`config.mk`:
```
export PLATFORM = sky130hd
export DESIGN_NAME = tmr2_core
export DESIGN_NICKNAME = d
export VERILOG_FILES = /design/src/shared/tmr2_pkg.sv /design/src/tmr2_core.sv
export SDC_FILE = /design/constraint.sdc
export NUM_CORES = 1
export LEC_CHECK = 0
export BUFFER_PORTS_ARGS = -buffer_cell sky130_fd_sc_hd__buf_2
export CAP_MARGIN = 40
export CORE_UTILIZATION = 55
export CTS_CLUSTER_DIAMETER = 150
export DETAILED_ROUTE_END_ITERATION = 10
export PLACE_DENSITY_LB_ADDON = 0.3
export SLEW_MARGIN = 20
export SYNTH_ARGS = -nofsm -noshare
export SYNTH_HDL_FRONTEND = slang
export SYNTH_SLANG_ARGS = --single-unit
```
`constraint.sdc`:
```
create_clock -name ref_clk -period 4 [get_ports ref_clk]
set_input_delay 0.2 -clock ref_clk [delete_from_list [all_inputs] [get_ports ref_clk]]
set_output_delay 0.2 -clock ref_clk [all_outputs]
set_load 0.005 [all_outputs]
```
`src/shared/tmr2_pkg.sv`:
```
package tmr2_pkg;
  // ----------------------------------------------------------------
  // Register offsets (byte addresses, word aligned)
  // ----------------------------------------------------------------
  localparam logic [5:0] TMR2_CTRL_OFS = 6'h00;
  localparam logic [5:0] TMR2_COUNT_OFS = 6'h04;
  localparam logic [5:0] TMR2_RELOAD_OFS = 6'h08;
  localparam logic [5:0] TMR2_STAT_OFS = 6'h0C;
  localparam logic [5:0] TMR2_MASK_OFS = 6'h10;
  localparam logic [5:0] TMR2_PORT_OFS = 6'h14;
  localparam logic [5:0] TMR2_CCMODE_OFS = 6'h18;
  localparam logic [5:0] TMR2_CC0_OFS = 6'h20;
  // ----------------------------------------------------------------
  // Control register fields
  // ----------------------------------------------------------------
  localparam int TMR2_FUNC_LSB = 0;
  localparam int TMR2_PRESC_BIT = 2;
  localparam int TMR2_RLD_EN_BIT = 3;
  localparam int TMR2_RLD_MODE_BIT = 4;
  localparam int TMR2_EXT_EN_BIT = 5;
  // ----------------------------------------------------------------
  // Status bit positions
  // ----------------------------------------------------------------
  localparam int TMR2_ST_OVF = 0;
  localparam int TMR2_ST_EXT = 1;
  localparam int TMR2_ST_CM0 = 2;
  localparam int TMR2_NUM_CH = 4;
  localparam int TMR2_ST_W = 6;
  // ----------------------------------------------------------------
  // Reset values and timing
  // ----------------------------------------------------------------
  localparam logic [7:0] TMR2_CTRL_RST = 8'h00;
  localparam logic [15:0] TMR2_WORD_RST = 16'h0000;
  localparam int TMR2_OSC_PER_MC = 6;
  localparam logic [2:0] TMR2_MC_LAST = 3'(TMR2_OSC_PER_MC - 1);
  // Channel modes
  typedef enum logic [1:0] {
    TMR2_CC_OFF = 2'h0,
    TMR2_CC_CMP0 = 2'h1,
    TMR2_CC_CMP1 = 2'h2,
    TMR2_CC_CAPT = 2'h3
  } tmr2_ccmode_t;
  // Timer function
  typedef enum logic [1:0] {
    TMR2_FN_STOP = 2'h0,
    TMR2_FN_TIMER = 2'h1,
    TMR2_FN_EVENT = 2'h2,
    TMR2_FN_GATED = 2'h3
  } tmr2_func_t;
endpackage

```
`src/tmr2_core.sv`:
```
`timescale 1ns/1ps
module tmr2_core
  import tmr2_pkg::*;
(
  input wire logic ref_clk, // 10 MHz oscillator
  input wire logic sys_rst, // Synchronous reset, active high
  input wire logic [5:0] avs_address, // Byte address
  input wire logic avs_read, // Read request
  input wire logic avs_write, // Write request
  input wire logic [31:0] avs_writedata, // Write data
  input wire logic [3:0] avs_byteenable, // Byte lanes
  output logic [31:0] avs_readdata, // Read data
  output logic avs_waitrequest, // Stall
  input wire logic gate_count_pin, // Gate or event input
  input wire logic reload_trigger_pin, // Reload trigger input
  input wire logic [3:0] capture_pin, // Capture inputs
  output logic [3:0] compare_out, // Compare output pins
  output logic irq // Level interrupt
);
  // ----------------------------------------------------------------
  // State
  // ----------------------------------------------------------------
  logic [7:0] ctrl_r, ctrl_nxt; // Control fields
  logic [15:0] count_r, count_nxt; // Timer count
  logic [15:0] reload_r, reload_nxt; // Reload value
  logic [TMR2_ST_W-1:0] stat_r, stat_nxt; // Sticky events
  logic [TMR2_ST_W-1:0] mask_r, mask_nxt; // Interrupt enables
  logic [3:0] shadow_r, shadow_nxt; // Mode 1 shadow latches
  logic [3:0] port_r, port_nxt; // Port latches
  logic [7:0] ccmode_r, ccmode_nxt; // Per channel mode
  logic [15:0] cc_r [TMR2_NUM_CH]; // Compare/capture words
  logic [15:0] cc_nxt [TMR2_NUM_CH];
  logic [2:0] mc_r, mc_nxt; // Oscillator phase in cycle
  logic half_r, half_nxt; // Prescale /12 toggle
  logic gate_q_r, gate_q_nxt; // Last sample of gate pin
  logic trig_q_r, trig_q_nxt; // Last sample of trigger pin
  logic [3:0] capq_r, capq_nxt; // Last samples of capture pins
  logic [31:0] rdata_r, rdata_nxt; // Read data
  logic wait_r, wait_nxt; // Waitrequest
  logic irq_r, irq_nxt; // Interrupt
  // ----------------------------------------------------------------
  // Helpers
  // ----------------------------------------------------------------
  // Merge write data into a word under byte enables
  function automatic logic [15:0] tmr2_merge(input logic [15:0] old,
      input logic [31:0] wd, input logic [3:0] be);
    logic [15:0] res;
    res = old;
    if (be[0]) begin
      res[7:0] = wd[7:0];
    end
    if (be[1]) begin
      res[15:8] = wd[15:8];
    end
    return res;
  endfunction
  // Falling edge between two machine cycle samples
  function automatic logic tmr2_fall(input logic prev, input logic cur);
    return prev & ~cur;
  endfunction
  logic mc_tick; // End of a machine cycle
  logic acc_go; // Access taken this edge
  logic wr_go;
  logic rd_go;
  logic rd_cap; // Read seen while stalled
  tmr2_func_t func;
  assign mc_tick = (mc_r == TMR2_MC_LAST);
  assign acc_go = (avs_read | avs_write) & ~wait_r;
  assign wr_go = avs_write & ~wait_r;
  assign rd_go = avs_read & ~wait_r;
  // Read seen while stalled: fetch the answer one edge early
  assign rd_cap = avs_read & wait_r;
  assign func = tmr2_func_t'(ctrl_r[TMR2_FUNC_LSB +: 2]);
  // ----------------------------------------------------------------
  // Next state
  // ----------------------------------------------------------------
  // Counting, reload, compare, capture and register access
  always_comb begin
    logic inc;
    logic ovf;
    logic trig_fall;
    logic [TMR2_ST_W-1:0] ev;
    logic [3:0] match;
    tmr2_ccmode_t md;
    inc = 1'b0;
    ovf = 1'b0;
    trig_fall = 1'b0;
    ev = '0;
    match = '0;
    md = TMR2_CC_OFF;
    ctrl_nxt = ctrl_r;
    count_nxt = count_r;
    reload_nxt = reload_r;
    mask_nxt = mask_r;
    shadow_nxt = shadow_r;
    port_nxt = port_r;
    ccmode_nxt = ccmode_r;
    cc_nxt = cc_r;
    gate_q_nxt = gate_q_r;
    trig_q_nxt = trig_q_r;
    capq_nxt = capq_r;
    half_nxt = half_r;
    rdata_nxt = rdata_r;
    mc_nxt = mc_tick ? 3'h0 : 3'(mc_r + 3'h1);
    // Pins are sampled once per machine cycle
    if (mc_tick) begin
      gate_q_nxt = gate_count_pin;
      trig_q_nxt = reload_trigger_pin;
      capq_nxt = capture_pin;
      half_nxt = ~half_r;
      unique case (func)
        TMR2_FN_STOP: inc = 1'b0;
        TMR2_FN_TIMER: inc = ~ctrl_r[TMR2_PRESC_BIT] | half_r;
        TMR2_FN_GATED: begin
          inc = gate_count_pin & (~ctrl_r[TMR2_PRESC_BIT] | half_r);
        end
        TMR2_FN_EVENT: inc = tmr2_fall(gate_q_r, gate_count_pin);
      endcase
      trig_fall = tmr2_fall(trig_q_r, reload_trigger_pin);
    end
    // Count advance and rollover
    if (inc) begin
      count_nxt = 16'(count_r + 16'h0001);
      ovf = (count_r == 16'hFFFF);
      if (ovf && ctrl_r[TMR2_RLD_EN_BIT] && !ctrl_r[TMR2_RLD_MODE_BIT]) begin
        count_nxt = reload_r;
      end
    end
    if (trig_fall && ctrl_r[TMR2_RLD_EN_BIT] && ctrl_r[TMR2_RLD_MODE_BIT]) begin
      count_nxt = reload_r;
    end
    ev[TMR2_ST_OVF] = ovf;
    ev[TMR2_ST_EXT] = trig_fall & ctrl_r[TMR2_EXT_EN_BIT];
    // Per channel compare and capture
    for (int i = 0; i < TMR2_NUM_CH; i++) begin
      md = tmr2_ccmode_t'(ccmode_r[2*i +: 2]);
      match[i] = inc && (count_nxt == cc_r[i]);
      unique case (md)
        TMR2_CC_CMP0: begin
          if (match[i]) begin
            port_nxt[i] = 1'b1;
          end else if (ovf) begin
            port_nxt[i] = 1'b0;
          end
        end
        TMR2_CC_CMP1: begin
          if (match[i]) begin
            port_nxt[i] = shadow_r[i];
          end
        end
        TMR2_CC_CAPT: begin
          match[i] = mc_tick && tmr2_fall(capq_r[i], capture_pin[i]);
          if (match[i]) begin
            cc_nxt[i] = count_r;
          end
        end
        TMR2_CC_OFF: match[i] = 1'b0;
      endcase
    end
    ev[TMR2_ST_CM0 +: TMR2_NUM_CH] = match;
    // Register writes
    if (wr_go) begin
      unique case (avs_address)
        TMR2_CTRL_OFS: begin
          if (avs_byteenable[0]) begin
            ctrl_nxt = avs_writedata[7:0];
          end
        end
        TMR2_COUNT_OFS: count_nxt = tmr2_merge(count_r, avs_writedata,
            avs_byteenable);
        TMR2_RELOAD_OFS: reload_nxt = tmr2_merge(reload_r, avs_writedata,
            avs_byteenable);
        TMR2_MASK_OFS: begin
          if (avs_byteenable[0]) begin
            mask_nxt = avs_writedata[TMR2_ST_W-1:0];
          end
        end
        TMR2_PORT_OFS: begin
          for (int i = 0; i < TMR2_NUM_CH; i++) begin
            // Mode 0 owns the latch; mode 1 writes the shadow
            if (avs_byteenable[0] && ccmode_r[2*i +: 2] == TMR2_CC_CMP1) begin
              shadow_nxt[i] = avs_writedata[i];
            end else if (avs_byteenable[0] &&
                ccmode_r[2*i +: 2] != TMR2_CC_CMP0) begin
              port_nxt[i] = avs_writedata[i];
            end
          end
        end
        TMR2_CCMODE_OFS: begin
          if (avs_byteenable[0]) begin
            ccmode_nxt = avs_writedata[7:0];
          end
        end
        default: begin
          for (int i = 0; i < TMR2_NUM_CH; i++) begin
            if (avs_address == 6'(TMR2_CC0_OFS + 6'(4*i))) begin
              cc_nxt[i] = tmr2_merge(cc_r[i], avs_writedata, avs_byteenable);
            end
          end
        end
      endcase
    end
    // Register reads; unmapped reads return zero. The word is latched
    // on the stall cycle and stands at the edge that completes the read
    if (rd_cap) begin
      rdata_nxt = 32'h0000_0000;
      unique case (avs_address)
        TMR2_CTRL_OFS: rdata_nxt[7:0] = ctrl_r;
        TMR2_COUNT_OFS: rdata_nxt[15:0] = count_r;
        TMR2_RELOAD_OFS: rdata_nxt[15:0] = reload_r;
        TMR2_STAT_OFS: rdata_nxt[TMR2_ST_W-1:0] = stat_r;
        TMR2_MASK_OFS: rdata_nxt[TMR2_ST_W-1:0] = mask_r;
        TMR2_PORT_OFS: rdata_nxt[7:0] = {shadow_r, port_r};
        TMR2_CCMODE_OFS: rdata_nxt[7:0] = ccmode_r;
        default: begin
          for (int i = 0; i < TMR2_NUM_CH; i++) begin
            if (avs_address == 6'(TMR2_CC0_OFS + 6'(4*i))) begin
              rdata_nxt[15:0] = cc_r[i];
            end
          end
        end
      endcase
    end
    // Sticky status: a read clears only the bits it reported, so an
    // event landing in the stall cycle is kept for the next read;
    // a new event wins over the clear
    stat_nxt = stat_r;
    if (rd_go && avs_address == TMR2_STAT_OFS) begin
      stat_nxt = stat_r & ~rdata_r[TMR2_ST_W-1:0];
    end
    stat_nxt = stat_nxt | ev;
    irq_nxt = |(stat_nxt & mask_nxt);
    // One wait cycle per access, then release
    // Request seen while stalled drops waitrequest for the next edge
    wait_nxt = ~acc_go & (avs_read | avs_write) ? 1'b0 : 1'b1;
  end
  // ----------------------------------------------------------------
  // Registers
  // ----------------------------------------------------------------
  // Register all state
  always_ff @(posedge ref_clk) begin
    if (sys_rst) begin
      ctrl_r <= TMR2_CTRL_RST;
      count_r <= TMR2_WORD_RST;
      reload_r <= TMR2_WORD_RST;
      stat_r <= '0;
      mask_r <= '0;
      shadow_r <= '0;
      port_r <= '0;
      ccmode_r <= '0;
      for (int i = 0; i < TMR2_NUM_CH; i++) begin
        cc_r[i] <= TMR2_WORD_RST;
      end
      mc_r <= 3'h0;
      half_r <= 1'b0;
      gate_q_r <= 1'b0;
      trig_q_r <= 1'b0;
      capq_r <= '0;
      rdata_r <= 32'h0000_0000;
      wait_r <= 1'b1;
      irq_r <= 1'b0;
    end else begin
      ctrl_r <= ctrl_nxt;
      count_r <= count_nxt;
      reload_r <= reload_nxt;
      stat_r <= stat_nxt;
      mask_r <= mask_nxt;
      shadow_r <= shadow_nxt;
      port_r <= port_nxt;
      ccmode_r <= ccmode_nxt;
      cc_r <= cc_nxt;
      mc_r <= mc_nxt;
      half_r <= half_nxt;
      gate_q_r <= gate_q_nxt;
      trig_q_r <= trig_q_nxt;
      capq_r <= capq_nxt;
      rdata_r <= rdata_nxt;
      wait_r <= wait_nxt;
      irq_r <= irq_nxt;
    end
  end
  assign avs_readdata = rdata_r;
  assign avs_waitrequest = wait_r;
  assign compare_out = port_r;
  assign irq = irq_r;
endmodule

```
==> metrics.md <==
| Metric | Value |
|---|---|
| Status | `complete, no violations` |
| Post-Syn Area per Cell | `7.78 um2` |
| Final instance area | `approximately 11000 um2` |
| Drt pass-1 iters | `6` |
| Synth Instances | `between 1k and 1.5k` |
| EDFF count, synth | `0` |
| Routed len/inst | `about 24 um` |
| Global Route Usage Sum | `roughly 40%` |
| Relative slew slack | `roughly 36%` |
| CP Buf/Inv Count | `1` |
| Final Setup Violations | `0` |
| Largest net degree at the start of global routing | `80` |
| Post-DP Area | `10500 um2` |
| M2 GR Usage | `between 50% and 60%` |
| Non-filler cells, final | `between 1.5k and 2k` |
| Initial antenna violation count | `2` |
| Most frequent cells in the layout | `159 x dfxtp_1, 136 x nand2_1, 136 x nor2_1` |
| WHS | `approximately 0.0064 ns` |
| Worst path cell trace | `ha_1 > and2_1 > and4_1 > nor2_1 > nor4_1 > or3_1 > o221ai_1 > a2111oi_0 > nand4_1 > buf_4 > o21a_1 > o311ai_1` |
| Reg2Reg Setup Slack | `roughly 0.21 ns` |
| Vias in the first global route | `approximately 9.4k` |
| Ys async rst share | `0%` |
| Clock skew | `0.0116 ns` |
| Crit share post-route | `between 90% and 100%` |
| Crit Path Category | `flop to flop` |
| DIE WIDTH | `around 140 um` |
| Max VDD drop | `between 200 and 300 uV` |
| Final HPWL DP | `between 20000 and 30000 um` |
| MaxCap Viol Count | `0` |
| Max stage delay cell, worst path | `nor4_1` |
| Tightest Pin Transition | `about 0.95 ns` |
| CP arrival | `between 4 and 5 ns` |
| Setup TNS after final layout | `0 ns` |
| Top cell type's share of synthesized area | `between 30% and 40%` |
| Top FF cell, synth | `dfxtp_1` |
| WHS Endpoint | `capq_r[1]` |
| HP Start | `sys_rst` |
| Mapped Area | `between 9000 and 10000 um2` |
| Worst Path Required | `~4.3 ns` |
| Number of distinct library cells after synthesis | `83` |
| CP Capture Type | `flop` |
| Startpoint Class | `flop` |
| Worst-path clk slew | `0.07 ns` |
| TritonCTS clock tree | `built` |
| # rows | `48` |
| Hold crit path type | `input port to flop` |
| Post-Place Setup Slack | `about 0.11 ns` |
| Pwr per Cell Area | `between 300 and 400 nW/um2` |
| Sequential-to-total area share from yosys stat | `between 30% and 40%` |
| Worst skew pair latency | `approximately 0.44 ns` |
| Met3 Use GR | `between 10% and 20%` |
| DIE AREA | `18400 um2` |
| Post-synth top area cell | `dfxtp_1` |
| Crit-path max FO | `7` |
| RD Place Congestion | `a little over 1` |
| R2r endpoint | `irq` |
| Commonest non-fill, non-tap cell in the layout | `dfxtp_1` |
| Drt first-iter violations | `~1.9k` |
| Area contributors post-synth | `dfxtp_1 33%, nor2_1 5.3%, nand2_1 5.2%` |
| IO buf count | `55` |
| FF+latch count, synth | `160` |
| Share of cells above drive strength 1 | `between 15 and 20%` |
| Sink Count | `between 150 and 200` |
| R2R depth | `12` |
| RSZ-0062 raised after global routing | `false` |
| Final hold viol count | `0` |
| Nets@finish | `approximately 1.4k` |
| Clk buf depth | `2` |
| Final WS setup | `approximately 0.21 ns` |
| Fmax achieved | `264 MHz` |
| Num CTS Buffers | `17` |
| Pins Over Slew Limit | `0` |
| Num ports | `90` |
| Hold Path Stages | `2` |
| P&R area growth vs syn | `14.0%` |
| LEAKAGE | `4.00 nW` |
| Synthesis Warnings | `0` |
| Starting Density | `between 50% and 60%` |
| H-tree Lvls | `4` |
| Detailed-route wire length | `37800 um` |
| Number of vias per cell | `just under 7` |
| Slowest stage delay, CP | `about 0.77 ns` |
| CTS root buffer | `clkbuf_16` |
| Gr ovfl total | `0` |
| Global-route wire length before repair | `56000 um` |
| Placed insts | `~1.5k` |
| Final min period | `approximately 3.8 ns` |
| Routed Antenna Nets | `0` |
| M1 GR Usage | `between 50 and 60%` |
| GRT Max-Usage Layer | `met1` |
| Crit-path leading delay family | `simple AND/OR/NAND/NOR gates` |
| Die H | `136 um` |
| Drc violations | `0` |
| Core ar. | `between 15000 and 20000 um2` |
| Vias | `10.8k` |
| Antenna diodes | `0` |
| FF-to-FF Start | `mc_r[0]` |
-- synthesized netlist by cell type, types with 8 or more instances --
master,instances
a211oi_1,29
a21oi_1,77
a222oi_1,8
a22oi_1,24
a311oi_1,16
buf_1,10
buf_2,11
buf_4,17
clkbuf_1,68
dfxtp_1,160
ha_1,15
inv_1,31
mux2i_1,27
mux4_2,16
nand2_1,136
nand2b_1,14
nand3_1,61
nand4_1,15
nor2_1,138
nor2b_1,11
nor3_1,89
nor4_1,8
o211ai_1,9
o21a_1,8
o21ai_0,25
o221ai_1,8
o22ai_1,71
or3_1,9
xnor2_1,23
xor2_1,18
-- sequential cells by signal, indices dropped and copies added, names as in the netlist, 6 cells and up --
name,flops
reload_r,16
stat_r,6
ctrl_r,8
ccmode_r,8
count_r,16
cc_r,64
mask_r,6
avs_readdata,16
-- timing repair --
action,4_1_cts,5_1_grt
buffers inserted,0,2
hold endpoints to repair,1,0
hold buffers,2,0
setup endpoints to repair,0,6
gates resized for setup,0,11
-- through the flow --
| step | util, % | power, mW |
|---|---|---|
| 2_1_floorplan | - | 1.82 |
| 3_3_place_gp | 60.5 | 1.90 |
| 3_5_place_dp | 60.6 | 1.90 |
| 4_1_cts | 64.0 | 3.49 |
| 5_1_grt | 64.5 | 3.57 |
| 6_report | 64.5 | 3.51 |
-- worst max-delay path by stage --
| stage | start | end | slack [ns] | depth (start not counted) |
|---|---|---|---|---|
| final | mc_r[0] | irq | 0.21 | 12 |
| after global routing | mc_r[0] | compare_out[0] | 0.03 | 15 |
| after CTS | mc_r[0] | irq | 0.07 | 12 |
| after detailed placement | mc_r[0] | irq | 0.11 | 12 |
| after global placement | mc_r[0] | irq | 0.11 | 11 |
| after floorplan | mc_r[0] | compare_out[0] | 0.64 | 14 |
-- worst reg2reg max path, stage by stage (launching register included) --
cell and delay, ns:
dfxtp_1 0.36, ha_1 0.22, and2_1 0.23, and4_1 0.45, nor2_1 0.13, nor4_1 0.77
or3_1 0.26, o221ai_1 0.12, a2111oi_0 0.43, nand4_1 0.15, buf_4 0.19, o21a_1 0.18
o311ai_1 0.21
-- layer usage --
layer / routed length (um) / up-vias / share of wire [%]
met5: 0 / - / 0
met4: 1390 / 0 / 3.7
met3: 6010 / 129 / 16
met2: 15500 / 905 / 41
met1: 14900 / 5018 / 39
li1: - / 4777 / -
-- power breakdown --
part	internal [mW]	total [mW]	switching (mW)
clock network	0.877	1.62	0.744
logic	0.0887	0.261	0.172
registers	1.61	1.62	0.0135
total	2.58	3.51	0.930
-- final cells by class --
cell class,count,area [um2]
fill,1513,6150
multi-input combinational,977,6110
sequential,160,3200
timing repair buffer,135,908
clock buffer,17,425
tap,225,282
clock inverter,15,155
inverter,31,116
-- cells by family after synthesis --
family | synth area share [%]
AO/OA/AOI/OAI | 24.0
XOR/XNOR | 3.65
adder cells (fa/ha/maj) | 1.91
buffers and inverters | 6.35
flip-flops | 32.6
multiplexers | 6.42
other | 0.0382
AND/OR/NAND/NOR | 25.1
(Power assumes the default switching activity.)
